$ cat src/logic/dfs_pkg.sv
`default_nettype none
package dfs_pkg;
	localparam int unsigned CLK_HZ      = 50_000_000;
	localparam int unsigned EIGHTH_MS   = 125;
	localparam int unsigned EIGHTH_CYC  = CLK_HZ / 1000 * EIGHTH_MS;
	localparam int unsigned FAN_MS      = 500;
	localparam int unsigned TEMP_MS     = 1000;
	localparam logic [2:0]  FAN_SLOTS   = 3'(FAN_MS / EIGHTH_MS);
	localparam logic [3:0]  TEMP_SLOTS  = 4'(TEMP_MS / EIGHTH_MS);

	localparam logic [7:0] TYP_MEMRD    = 8'h0a;
	localparam logic [7:0] TYP_CURPOS   = 8'h0b;
	localparam logic [7:0] TYP_CURSTY   = 8'h0c;
	localparam logic [7:0] TYP_CONTR    = 8'h0d;
	localparam logic [7:0] TYP_BKLT     = 8'h0e;
	localparam logic [7:0] TYP_FANRPT   = 8'h10;
	localparam logic [7:0] TYP_FANPWR   = 8'h11;
	localparam logic [7:0] TYP_SNSRD    = 8'h12;
	localparam logic [7:0] TYP_TMPRPT   = 8'h13;
	localparam logic [7:0] ACK_BIT      = 8'h40;
	localparam logic [7:0] ERR_BITS     = 8'hc0;
	localparam logic [7:0] TYP_FAN_SPD  = 8'h81;

	localparam logic [4:0] LEN_ONE      = 5'h01;
	localparam logic [4:0] LEN_TWO      = 5'h02;
	localparam logic [4:0] LEN_FOUR     = 5'h04;
	localparam logic [4:0] LEN_READ     = 5'h09;
	localparam logic [3:0] MEM_BYTES    = 4'h8;

	localparam logic [7:0] GLYPH_LO     = 8'h40;
	localparam logic [7:0] CHAR_LO      = 8'h80;
	localparam logic [4:0] ROW_CELLS    = 5'h14;
	localparam logic [4:0] COL_MAX      = 5'h13;
	localparam logic [1:0] ROW_MAX      = 2'h3;
	localparam logic [7:0] CONTR_MAX    = 8'hfe;
	localparam logic [6:0] LEVEL_MAX    = 7'h64;
	localparam logic [7:0] FANMASK_MAX  = 8'h0f;
	localparam logic [7:0] IDX_MAX      = 8'h1f;
	localparam logic [1:0] FAN_DEAD     = 2'h3;

	// arbitrary value, set to the family code of the fitted sensors
	localparam logic [7:0] TEMP_FAMILY  = 8'h5a;

	localparam logic [7:0] RST_CONTR    = 8'h78;
	localparam logic [6:0] RST_BKLT     = 7'h64;
	localparam logic [6:0] RST_FANPWR   = 7'h64;

	typedef enum logic [1:0] {
		ST_IDLE = 2'b00,
		ST_READ = 2'b01,
		ST_DONE = 2'b11
	} dfs_state_type;
endpackage
`default_nettype wire

$ cat src/logic/dfs_tick_timer.sv
`timescale 1ns/100ps
`default_nettype none
module dfs_tick_timer #(
	parameter int unsigned PERIOD = 8
) (
	input  wire logic clock,
	input  wire logic reset_n,
	output logic      tick
);
	logic [31:0] cnt_q;
	logic [31:0] cnt_d;

	always_comb begin
		cnt_d = cnt_q + 32'h1;
		if (cnt_q == 32'(PERIOD - 1)) begin
			cnt_d = 32'h0;
		end
	end

	always_ff @(posedge clock) begin
		if (!reset_n) begin
			cnt_q <= 32'h0;
		end else begin
			cnt_q <= cnt_d;
		end
	end

	assign tick = (cnt_q == 32'(PERIOD - 1));
endmodule // dfs_tick_timer
`default_nettype wire

$ cat src/logic/dfs_cmd_handler.sv
// Implementation choices: the plain strobed port and the placing of the registers.
`timescale 1ns/100ps
`default_nettype none
module dfs_cmd_handler #(
	parameter int unsigned EIGHTH_CYCLES = dfs_pkg::EIGHTH_CYC
) (
	input  wire logic        clock,
	input  wire logic        reset_n,
	input  wire logic        cmd_valid,
	output logic             cmd_ready,
	input  wire logic [7:0]  cmd_type,
	input  wire logic [4:0]  cmd_len,
	input  wire logic [31:0] cmd_data,
	output logic             rsp_valid,
	output logic [7:0]       rsp_type,
	output logic [4:0]       rsp_len,
	output logic [71:0]      rsp_data,
	output logic             mem_rd,
	output logic [7:0]       mem_addr,
	input  wire logic [7:0]  mem_rd_data,
	input  wire logic        enum_wr,
	input  wire logic [4:0]  enum_idx,
	input  wire logic [63:0] enum_id,
	input  wire logic        save_state,
	output logic [4:0]       cursor_col,
	output logic [1:0]       cursor_row,
	output logic [1:0]       cursor_style,
	output logic [7:0]       contrast,
	output logic [6:0]       backlight,
	output logic [27:0]      fan_drive,
	output logic [3:0]       fan_mask,
	output logic [31:0]      temp_mask,
	output logic [52:0]      saved_state,
	output logic             fan_rpt_valid,
	output logic [1:0]       fan_rpt_idx,
	output logic             temp_rpt_valid,
	output logic [31:0]      temp_rpt_mask
);
	dfs_pkg::dfs_state_type state_q, state_d;
	logic [3:0]  cnt_q, cnt_d, fmask_q, fmask_d;
	logic [7:0]  addr_q, addr_d, rt_q, rt_d, con_q, con_d;
	logic [71:0] buf_q, buf_d;
	logic        rv_q, rv_d, frv_q, frv_d, trv_q, trv_d;
	logic [4:0]  rl_q, rl_d, col_q, col_d;
	logic [1:0]  row_q, row_d, sty_q, sty_d, fidx_q, fidx_d;
	logic [6:0]  bkl_q, bkl_d;
	logic [27:0] pwr_q, pwr_d, drv_q, drv_d;
	logic [31:0] tmask_q, tmask_d, family_q, family_d;
	logic [52:0] saved_q, saved_d;
	logic [2:0]  slot_q, slot_d;
	logic [63:0] id_mem [32];
	logic        tick, take, ok;
	logic [7:0]  b0, b1, b2, b3;
	dfs_tick_timer #(
		.PERIOD (EIGHTH_CYCLES)
	) u_eighth (
		.clock   (clock),
		.reset_n (reset_n),
		.tick    (tick)
	);

	assign take = cmd_valid && cmd_ready;
	assign b0 = cmd_data[7:0];
	assign b1 = cmd_data[15:8];
	assign b2 = cmd_data[23:16];
	assign b3 = cmd_data[31:24];

	// sensor table written by the enumeration engine at power-up
	always_ff @(posedge clock) begin
		if (enum_wr) begin
			id_mem[enum_idx] <= enum_id;
		end
	end

	always_comb begin
		family_d = family_q;
		if (enum_wr) begin
			family_d[enum_idx] = (enum_id[7:0] == dfs_pkg::TEMP_FAMILY);
		end
	end

	// command decode and reply build
	always_comb begin
		state_d = state_q;
		cnt_d   = cnt_q;
		addr_d  = addr_q;
		buf_d   = buf_q;
		rv_d    = 1'b0;
		rt_d    = rt_q;
		rl_d    = rl_q;
		col_d   = col_q;
		row_d   = row_q;
		sty_d   = sty_q;
		con_d   = con_q;
		bkl_d   = bkl_q;
		pwr_d   = pwr_q;
		fmask_d = fmask_q;
		tmask_d = tmask_q;
		ok      = 1'b0;
		case (state_q)
			dfs_pkg::ST_IDLE: begin
				if (take) begin
					rl_d = 5'h0;
					case (cmd_type)
						dfs_pkg::TYP_MEMRD: begin
							ok = cmd_len == dfs_pkg::LEN_ONE && b0 >= dfs_pkg::GLYPH_LO
								&& (b0 < dfs_pkg::CHAR_LO || b0[4:0] < dfs_pkg::ROW_CELLS);
							if (ok) begin
								state_d = dfs_pkg::ST_READ;
								addr_d  = b0;
								cnt_d   = 4'h0;
								buf_d   = {64'h0, b0};
							end
						end
						dfs_pkg::TYP_CURPOS: begin
							ok = cmd_len == dfs_pkg::LEN_TWO && b0 <= 8'(dfs_pkg::COL_MAX)
								&& b1 <= 8'(dfs_pkg::ROW_MAX);
							if (ok) begin
								col_d = b0[4:0];
								row_d = b1[1:0];
							end
						end
						dfs_pkg::TYP_CURSTY: begin
							ok = cmd_len == dfs_pkg::LEN_ONE && b0 <= 8'h03;
							if (ok) sty_d = b0[1:0];
						end
						dfs_pkg::TYP_CONTR: begin
							ok = cmd_len == dfs_pkg::LEN_ONE && b0 <= dfs_pkg::CONTR_MAX;
							if (ok) con_d = b0;
						end
						dfs_pkg::TYP_BKLT: begin
							ok = cmd_len == dfs_pkg::LEN_ONE && b0 <= 8'(dfs_pkg::LEVEL_MAX);
							if (ok) bkl_d = b0[6:0];
						end
						dfs_pkg::TYP_FANRPT: begin
							ok = cmd_len == dfs_pkg::LEN_ONE && b0 <= dfs_pkg::FANMASK_MAX;
							if (ok) fmask_d = b0[3:0];
						end
						dfs_pkg::TYP_FANPWR: begin
							ok = cmd_len == dfs_pkg::LEN_FOUR && b0 <= 8'(dfs_pkg::LEVEL_MAX)
								&& b1 <= 8'(dfs_pkg::LEVEL_MAX) && b2 <= 8'(dfs_pkg::LEVEL_MAX)
								&& b3 <= 8'(dfs_pkg::LEVEL_MAX);
							if (ok) begin
								pwr_d = {b3[6:0], b2[6:0], b1[6:0], b0[6:0]};
							end
						end
						dfs_pkg::TYP_SNSRD: begin
							ok = cmd_len == dfs_pkg::LEN_ONE && b0 <= dfs_pkg::IDX_MAX;
							if (ok) begin
								buf_d = {id_mem[b0[4:0]], b0};
								rl_d  = dfs_pkg::LEN_READ;
							end
						end
						dfs_pkg::TYP_TMPRPT: begin
							ok = cmd_len == dfs_pkg::LEN_FOUR;
							if (ok) tmask_d = cmd_data;
						end
						default: ok = 1'b0;
					endcase
					if (!ok) begin
						rt_d = cmd_type | dfs_pkg::ERR_BITS;
						rl_d = 5'h0;
						rv_d = 1'b1;
					end else if (cmd_type != dfs_pkg::TYP_MEMRD) begin
						rt_d = cmd_type | dfs_pkg::ACK_BIT;
						rv_d = 1'b1;
					end
				end
			end
			dfs_pkg::ST_READ: begin
				// data for the request issued at cnt arrives one cycle later
				cnt_d = cnt_q + 4'h1;
				if (cnt_q != 4'h0) begin
					buf_d[8 * cnt_q +: 8] = mem_rd_data;
				end
				if (cnt_q == dfs_pkg::MEM_BYTES) begin
					state_d = dfs_pkg::ST_DONE;
				end
			end
			dfs_pkg::ST_DONE: begin
				rt_d    = dfs_pkg::TYP_MEMRD | dfs_pkg::ACK_BIT;
				rl_d    = dfs_pkg::LEN_READ;
				rv_d    = 1'b1;
				state_d = dfs_pkg::ST_IDLE;
			end
			default: state_d = dfs_pkg::ST_IDLE;
		endcase
	end

	assign mem_rd    = (state_q == dfs_pkg::ST_READ) && (cnt_q < dfs_pkg::MEM_BYTES);
	assign mem_addr  = addr_q + {4'h0, cnt_q};
	assign cmd_ready = (state_q == dfs_pkg::ST_IDLE);

	// snapshot of the settings that survive a power cycle
	always_comb begin
		saved_d = saved_q;
		if (save_state) begin
			saved_d = {1'b0, pwr_q, bkl_q, con_q, sty_q, row_q, col_q};
		end
	end

	// eighth-second slots: fans 1-3 in slots 0-2 of each half second
	always_comb begin
		slot_d = slot_q;
		frv_d  = 1'b0;
		fidx_d = fidx_q;
		trv_d  = 1'b0;
		if (tick) begin
			slot_d = slot_q + 3'h1;
			fidx_d = slot_d[1:0];
			// fan 4 has no tachometer, its slot stays silent
			frv_d  = fmask_q[slot_d[1:0]] && slot_d[1:0] != dfs_pkg::FAN_DEAD;
			trv_d  = slot_d == 3'h0 && |(tmask_q & family_q);
		end
		for (int k = 0; k < 4; k++) begin
			drv_d[7 * k +: 7] = (fmask_q[k] && slot_q[1:0] == 2'(k))
				? dfs_pkg::LEVEL_MAX : pwr_q[7 * k +: 7];
		end
	end

	always_ff @(posedge clock) begin
		if (!reset_n) begin
			state_q  <= dfs_pkg::ST_IDLE;
			cnt_q    <= 4'h0;
			addr_q   <= 8'h0;
			buf_q    <= 72'h0;
			rv_q     <= 1'b0;
			rt_q     <= 8'h0;
			rl_q     <= 5'h0;
			col_q    <= 5'h0;
			row_q    <= 2'h0;
			sty_q    <= 2'h0;
			con_q    <= dfs_pkg::RST_CONTR;
			bkl_q    <= dfs_pkg::RST_BKLT;
			pwr_q    <= {4{dfs_pkg::RST_FANPWR}};
			fmask_q  <= 4'h0;
			tmask_q  <= 32'h0;
			saved_q  <= 53'h0;
			slot_q   <= 3'h0;
			drv_q    <= {4{dfs_pkg::RST_FANPWR}};
			frv_q    <= 1'b0;
			fidx_q   <= 2'h0;
			trv_q    <= 1'b0;
			family_q <= 32'h0;
		end else begin
			state_q  <= state_d;
			cnt_q    <= cnt_d;
			addr_q   <= addr_d;
			buf_q    <= buf_d;
			rv_q     <= rv_d;
			rt_q     <= rt_d;
			rl_q     <= rl_d;
			col_q    <= col_d;
			row_q    <= row_d;
			sty_q    <= sty_d;
			con_q    <= con_d;
			bkl_q    <= bkl_d;
			pwr_q    <= pwr_d;
			fmask_q  <= fmask_d;
			tmask_q  <= tmask_d;
			saved_q  <= saved_d;
			slot_q   <= slot_d;
			drv_q    <= drv_d;
			frv_q    <= frv_d;
			fidx_q   <= fidx_d;
			trv_q    <= trv_d;
			family_q <= family_d;
		end
	end

	assign rsp_valid      = rv_q;
	assign rsp_type       = rt_q;
	assign rsp_len        = rl_q;
	assign rsp_data       = buf_q;
	assign cursor_col     = col_q;
	assign cursor_row     = row_q;
	assign cursor_style   = sty_q;
	assign contrast       = con_q;
	assign backlight      = bkl_q;
	assign fan_drive      = drv_q;
	assign fan_mask       = fmask_q;
	assign temp_mask      = tmask_q;
	assign saved_state    = saved_q;
	assign fan_rpt_valid  = frv_q;
	assign fan_rpt_idx    = fidx_q;
	assign temp_rpt_valid = trv_q;
	assign temp_rpt_mask  = tmask_q & family_q;
endmodule // dfs_cmd_handler
`default_nettype wire

$ cat config.mk
export PLATFORM = sky130hd
export DESIGN_NAME = dfs_cmd_handler
export DESIGN_NICKNAME = d
export VERILOG_FILES = /design/src/logic/dfs_pkg.sv /design/src/logic/dfs_tick_timer.sv /design/src/logic/dfs_cmd_handler.sv
export SDC_FILE = /design/constraint.sdc
export NUM_CORES = 2
export LEC_CHECK = 0
export BUFFER_PORTS_ARGS = -buffer_cell sky130_fd_sc_hd__buf_2
export CAP_MARGIN = 40
export CORE_ASPECT_RATIO = 0.6
export CORE_MARGIN = 10
export CORE_UTILIZATION = 29
export CTS_CLUSTER_DIAMETER = 200
export DETAILED_ROUTE_END_ITERATION = 6
export SLEW_MARGIN = 10
export SYNTH_ARGS = -nofsm -noshare
export SYNTH_HDL_FRONTEND = slang
export SYNTH_SLANG_ARGS = --single-unit
$ cat constraint.sdc
create_clock -name clock -period 4.6 [get_ports clock]
set_clock_uncertainty 0.2 [all_clocks]
set_input_delay 0.23 -clock clock [delete_from_list [all_inputs] [get_ports clock]]
set_output_delay 0.23 -clock clock [all_outputs]
set_load 0.01 [all_outputs]
==> run metrics <==
status complete, but fails checks; violated checks DRC; list of cells traversed by the critical path ha_1 > inv_1 > fa_1 > nor2b_1 > o21ai_0 > nand2b_1 > nand3_1 > xnor2_1 > buf_2; number of maximum-capacitance violations 0; worst-path fanout max 10; Clk Latency, worst-skew pair 0.86 ns; number of synthesis warnings 0; HPWL after detailed placement 168000 um; share of the synthesized area in the top cell type 66.5%; Gate Count Post-Synth 4993; total stage count of the critical path 9; unique cell type count in the Yosys netlist 74; DRC violations left 3; power density of the placed cells 396 nW/um2; transition time at the pin with the least slew margin 1.00 ns; CP Buf/Inv Count 2; slack of the worst reg-to-reg path 1.00 ns; TritonCTS sink count 2381; Seq/Total Area, Yosys 73.8%; number of synthesized flops with an enable pin 2048; Worst Setup End Kind output port; timing-limited maximum frequency 255 MHz; Initial Utilization 29.1%; final antenna-violating net count 0; final number of hold-violating endpoints 0; RR Startpoint cnt_q[0]; worst r2r path cells 8; kind of launch point of the worst setup path register; initial antenna violation count 37; ratio of cells with drive above 1 in the final layout 27.0%; count of TritonRoute iterations in the first routing pass 7; Area growth syn-to-layout 18.0%; Async SR Flop Fraction 0%; first-pass GRT wire length 405000 um; final sum of negative setup slack 0 ns; type of the tightest min-delay check primary input to register; top area cells in the synthesized netlist sky130_fd_sc_hd__edfxtp_1 (67%), sky130_fd_sc_hd__mux4_2 (11%), sky130_fd_sc_hd__dfxtp_1 (7.2%), sky130_fd_sc_hd__mux2i_1 (2.6%), sky130_fd_sc_hd__mux2_2 (1.7%); Worst Setup EP mem_addr[6]; detailed-route vias per instance 5.20; final RePlAce weighted congestion 0.831; CP required 4.17 ns; worst reg2reg endpoint rsp_data[13]; Tot GR Track Use 16.2%; floorplan row count 160; # nets final 5768; H-tree levels 4; clock input transition at the sequential cells of the worst setup and hold paths 0.07 ns; number of fill cells 29700; area of the mapped netlist 92400 um2; pin count of the biggest net entering global routing 173; flops & latches, synth 2381; most instantiated flip-flop cell in the synthesis netlist sky130_fd_sc_hd__edfxtp_1; via count of the first global-routing pass 50600; RSZ-0062 raised after global routing false; critical path's top delay family adder cells; average size of a mapped cell 18.5 um2; area of the placeable core 317000 um2; Worst setup startpoint cnt_q[0]; Total Wirelength 290000 um; Port Buf Inserts 395; Critical Path Slowest Stage Cell sky130_fd_sc_hd__dfxtp_1; detailed-route wire length per cell 28.9 um; Slew headroom 33.0%; kind of critical path register to output port; Via Count 52100; Die Height 457 um; Static Leak 0.0359 uW; root cell of the clock tree sky130_fd_sc_hd__clkbuf_16; non-filler instance count after layout 10000; number of failing setup endpoints in the final timing report 0; final global-route overflow total 0; Cell Count Post-Placement 9479; floorplan die area 342000 um2; portion of the clock cycle consumed by the worst path in the final layout 85.2%; peak supply drop 0.000250 V; cts repair resizes 0; first-iteration detailed-routing DRC count 7089; largest area contributor in the synthesized netlist sky130_fd_sc_hd__edfxtp_1; number of max-slew violations in the final report 0; clock tree from TritonCTS done; count of boundary I/O pins 400; die boundary width 749 um; Max Buffers Root-to-Sink 4; Crit path largest cell delay 0.55 ns; CP Data Arrival Time 3.49 ns; number of CTS-inserted buffers 201; post-layout min period 3.92 ns
==> cell usage in the layout (no fill, tap or decap), types with 20 or more instances in the layout <==
cell	count
sky130_fd_sc_hd__o211a_1	27
sky130_fd_sc_hd__a2bb2oi_1	29
sky130_fd_sc_hd__mux2i_1	240
sky130_fd_sc_hd__nor2_4	34
sky130_fd_sc_hd__nand3_1	40
sky130_fd_sc_hd__o211ai_1	26
sky130_fd_sc_hd__clkbuf_1	41
sky130_fd_sc_hd__mux2_2	143
sky130_fd_sc_hd__and2_1	54
sky130_fd_sc_hd__a21boi_0	73
sky130_fd_sc_hd__buf_12	65
sky130_fd_sc_hd__clkinv_2	37
sky130_fd_sc_hd__dlygate4sd3_1	151
sky130_fd_sc_hd__a21oi_1	88
sky130_fd_sc_hd__o21ai_1	26
sky130_fd_sc_hd__xor2_1	23
sky130_fd_sc_hd__a221oi_1	133
sky130_fd_sc_hd__buf_2	390
sky130_fd_sc_hd__mux4_2	449
sky130_fd_sc_hd__a31o_2	22
sky130_fd_sc_hd__buf_4	115
sky130_fd_sc_hd__dfxtp_1	333
sky130_fd_sc_hd__edfxtp_1	2048
sky130_fd_sc_hd__clkinv_1	38
sky130_fd_sc_hd__o21ai_0	95
sky130_fd_sc_hd__nor2_1	70
sky130_fd_sc_hd__nor2b_1	105
sky130_fd_sc_hd__nand2_1	364
sky130_fd_sc_hd__clkbuf_16	206
sky130_fd_sc_hd__a31oi_1	27
sky130_fd_sc_hd__clkbuf_8	20
==> synth_stat cells (41+ instances only) <==
cell                          n
sky130_fd_sc_hd__o21ai_0     95
sky130_fd_sc_hd__clkbuf_1   195
sky130_fd_sc_hd__buf_2       41
sky130_fd_sc_hd__a221oi_1   134
sky130_fd_sc_hd__nor2_1     104
sky130_fd_sc_hd__mux4_2     449
sky130_fd_sc_hd__mux2i_1    240
sky130_fd_sc_hd__buf_1       66
sky130_fd_sc_hd__nand2_1    364
sky130_fd_sc_hd__nand3_1     41
sky130_fd_sc_hd__and2_1      54
sky130_fd_sc_hd__a21oi_1     88
sky130_fd_sc_hd__dfxtp_1    333
sky130_fd_sc_hd__mux2_2     143
sky130_fd_sc_hd__a21boi_0    76
sky130_fd_sc_hd__nor2b_1    106
sky130_fd_sc_hd__edfxtp_1  2048
==> metrics by stage <==
stage          util, %  instance area, um2  hold slack [ns]  power, uW  setup WS (ns)
2_1_floorplan        -               92400            0.129      25300          0.170
3_5_place_dp      31.9              101000            0.257      26300          0.866
4_1_cts           34.4              109000         0.000895      43400          0.619
5_1_grt           34.4              109000           0.0465      44400          0.516
3_3_place_gp      31.8              101000            0.239      26200          0.754
6_report          34.4              109000           0.0501      43100          0.679
==> repair_timing <==
action                                  CTS  global route
endpoints found under the hold margin  2281             0
hold buffers                            151             0
setup buffers                             0             0
==> flip-flops by register name, indices dropped and copies added (netlist names), 2 cells and up <==
| register | flops |
|---|---|
| id_mem | 2048 |
| rsp_data | 72 |
| saved_state | 52 |
| family_q | 32 |
| temp_mask | 32 |
| u_eighth.cnt_q | 32 |
| fan_drive | 28 |
| pwr_q | 28 |
| addr_q | 8 |
| contrast | 8 |
| rsp_type | 8 |
| backlight | 7 |
| cursor_col | 5 |
| cnt_q | 4 |
| fan_mask | 4 |
| cursor_row | 2 |
| cursor_style | 2 |
| slot_q | 2 |
| state_q | 2 |
==> power by group <==
group	internal [uW]	total [uW]	switching [uW]
Combinational	870	2250	1380
Sequential	23600	23700	57.7
Clock	9270	17200	7930
Total	33800	43100	9360
==> area by class of cell <==
type	instances	area (um2)	area share (%)
clock buffers	268	5590	5.12
diodes	8	20.0	0.0184
flip-flops and latches	2381	68200	62.5
repair buffers	736	5880	5.39
inverters	18	72.6	0.0665
clock inverters	99	823	0.755
well taps	4212	5270	4.83
multi-input cells	2285	23200	21.3
==> cell families after synthesis <==
kind of cell,after synthesis,synth area share (%)
DFF,2381,73.8
muxes,832,15.3
and+or+nand+nor,806,4.33
AOI/OAI and AO/OA,585,4.55
buffers and inverters,330,1.44
xor gates and xnor gates,40,0.379
adders and majority gates,18,0.252
other,1,0.00406
==> per-layer routing <==
metal	GRT usage (%)	part of all wire (%)
met1	23.7	43
met2	24.5	44
met3	3.99	11
met4	3.27	2.3
met5	0	0.024
==> worst reg2reg max path: stages (launching register included) <==
cell	delay, ns
sky130_fd_sc_hd__dfxtp_1	0.55
sky130_fd_sc_hd__inv_1	0.17
sky130_fd_sc_hd__ha_1	0.27
sky130_fd_sc_hd__xor2_1	0.19
sky130_fd_sc_hd__nor2_1	0.30
sky130_fd_sc_hd__nand3_1	0.54
sky130_fd_sc_hd__a211oi_2	0.98
sky130_fd_sc_hd__o21ai_1	0.12
sky130_fd_sc_hd__a31oi_1	0.20
==> worst min-delay path by stage <==
stage / start / cells after the start / slack [ns] / end
3_3_place_gp: u_eighth.cnt_q[0] / 1 / 0.24 / u_eighth.cnt_q[0]
3_5_place_dp: rsp_type[6] / 1 / 0.26 / rsp_type[6]
6_report: cmd_data[17] / 4 / 0.05 / temp_mask[17]
5_1_grt: cmd_data[17] / 4 / 0.05 / temp_mask[17]
4_1_cts: cmd_data[17] / 4 / 0.0009 / temp_mask[17]
2_1_floorplan: enum_id[0] / 0 / 0.13 / id_mem[0][0]
No activity file was read; power rests on OpenSTA's default activity.
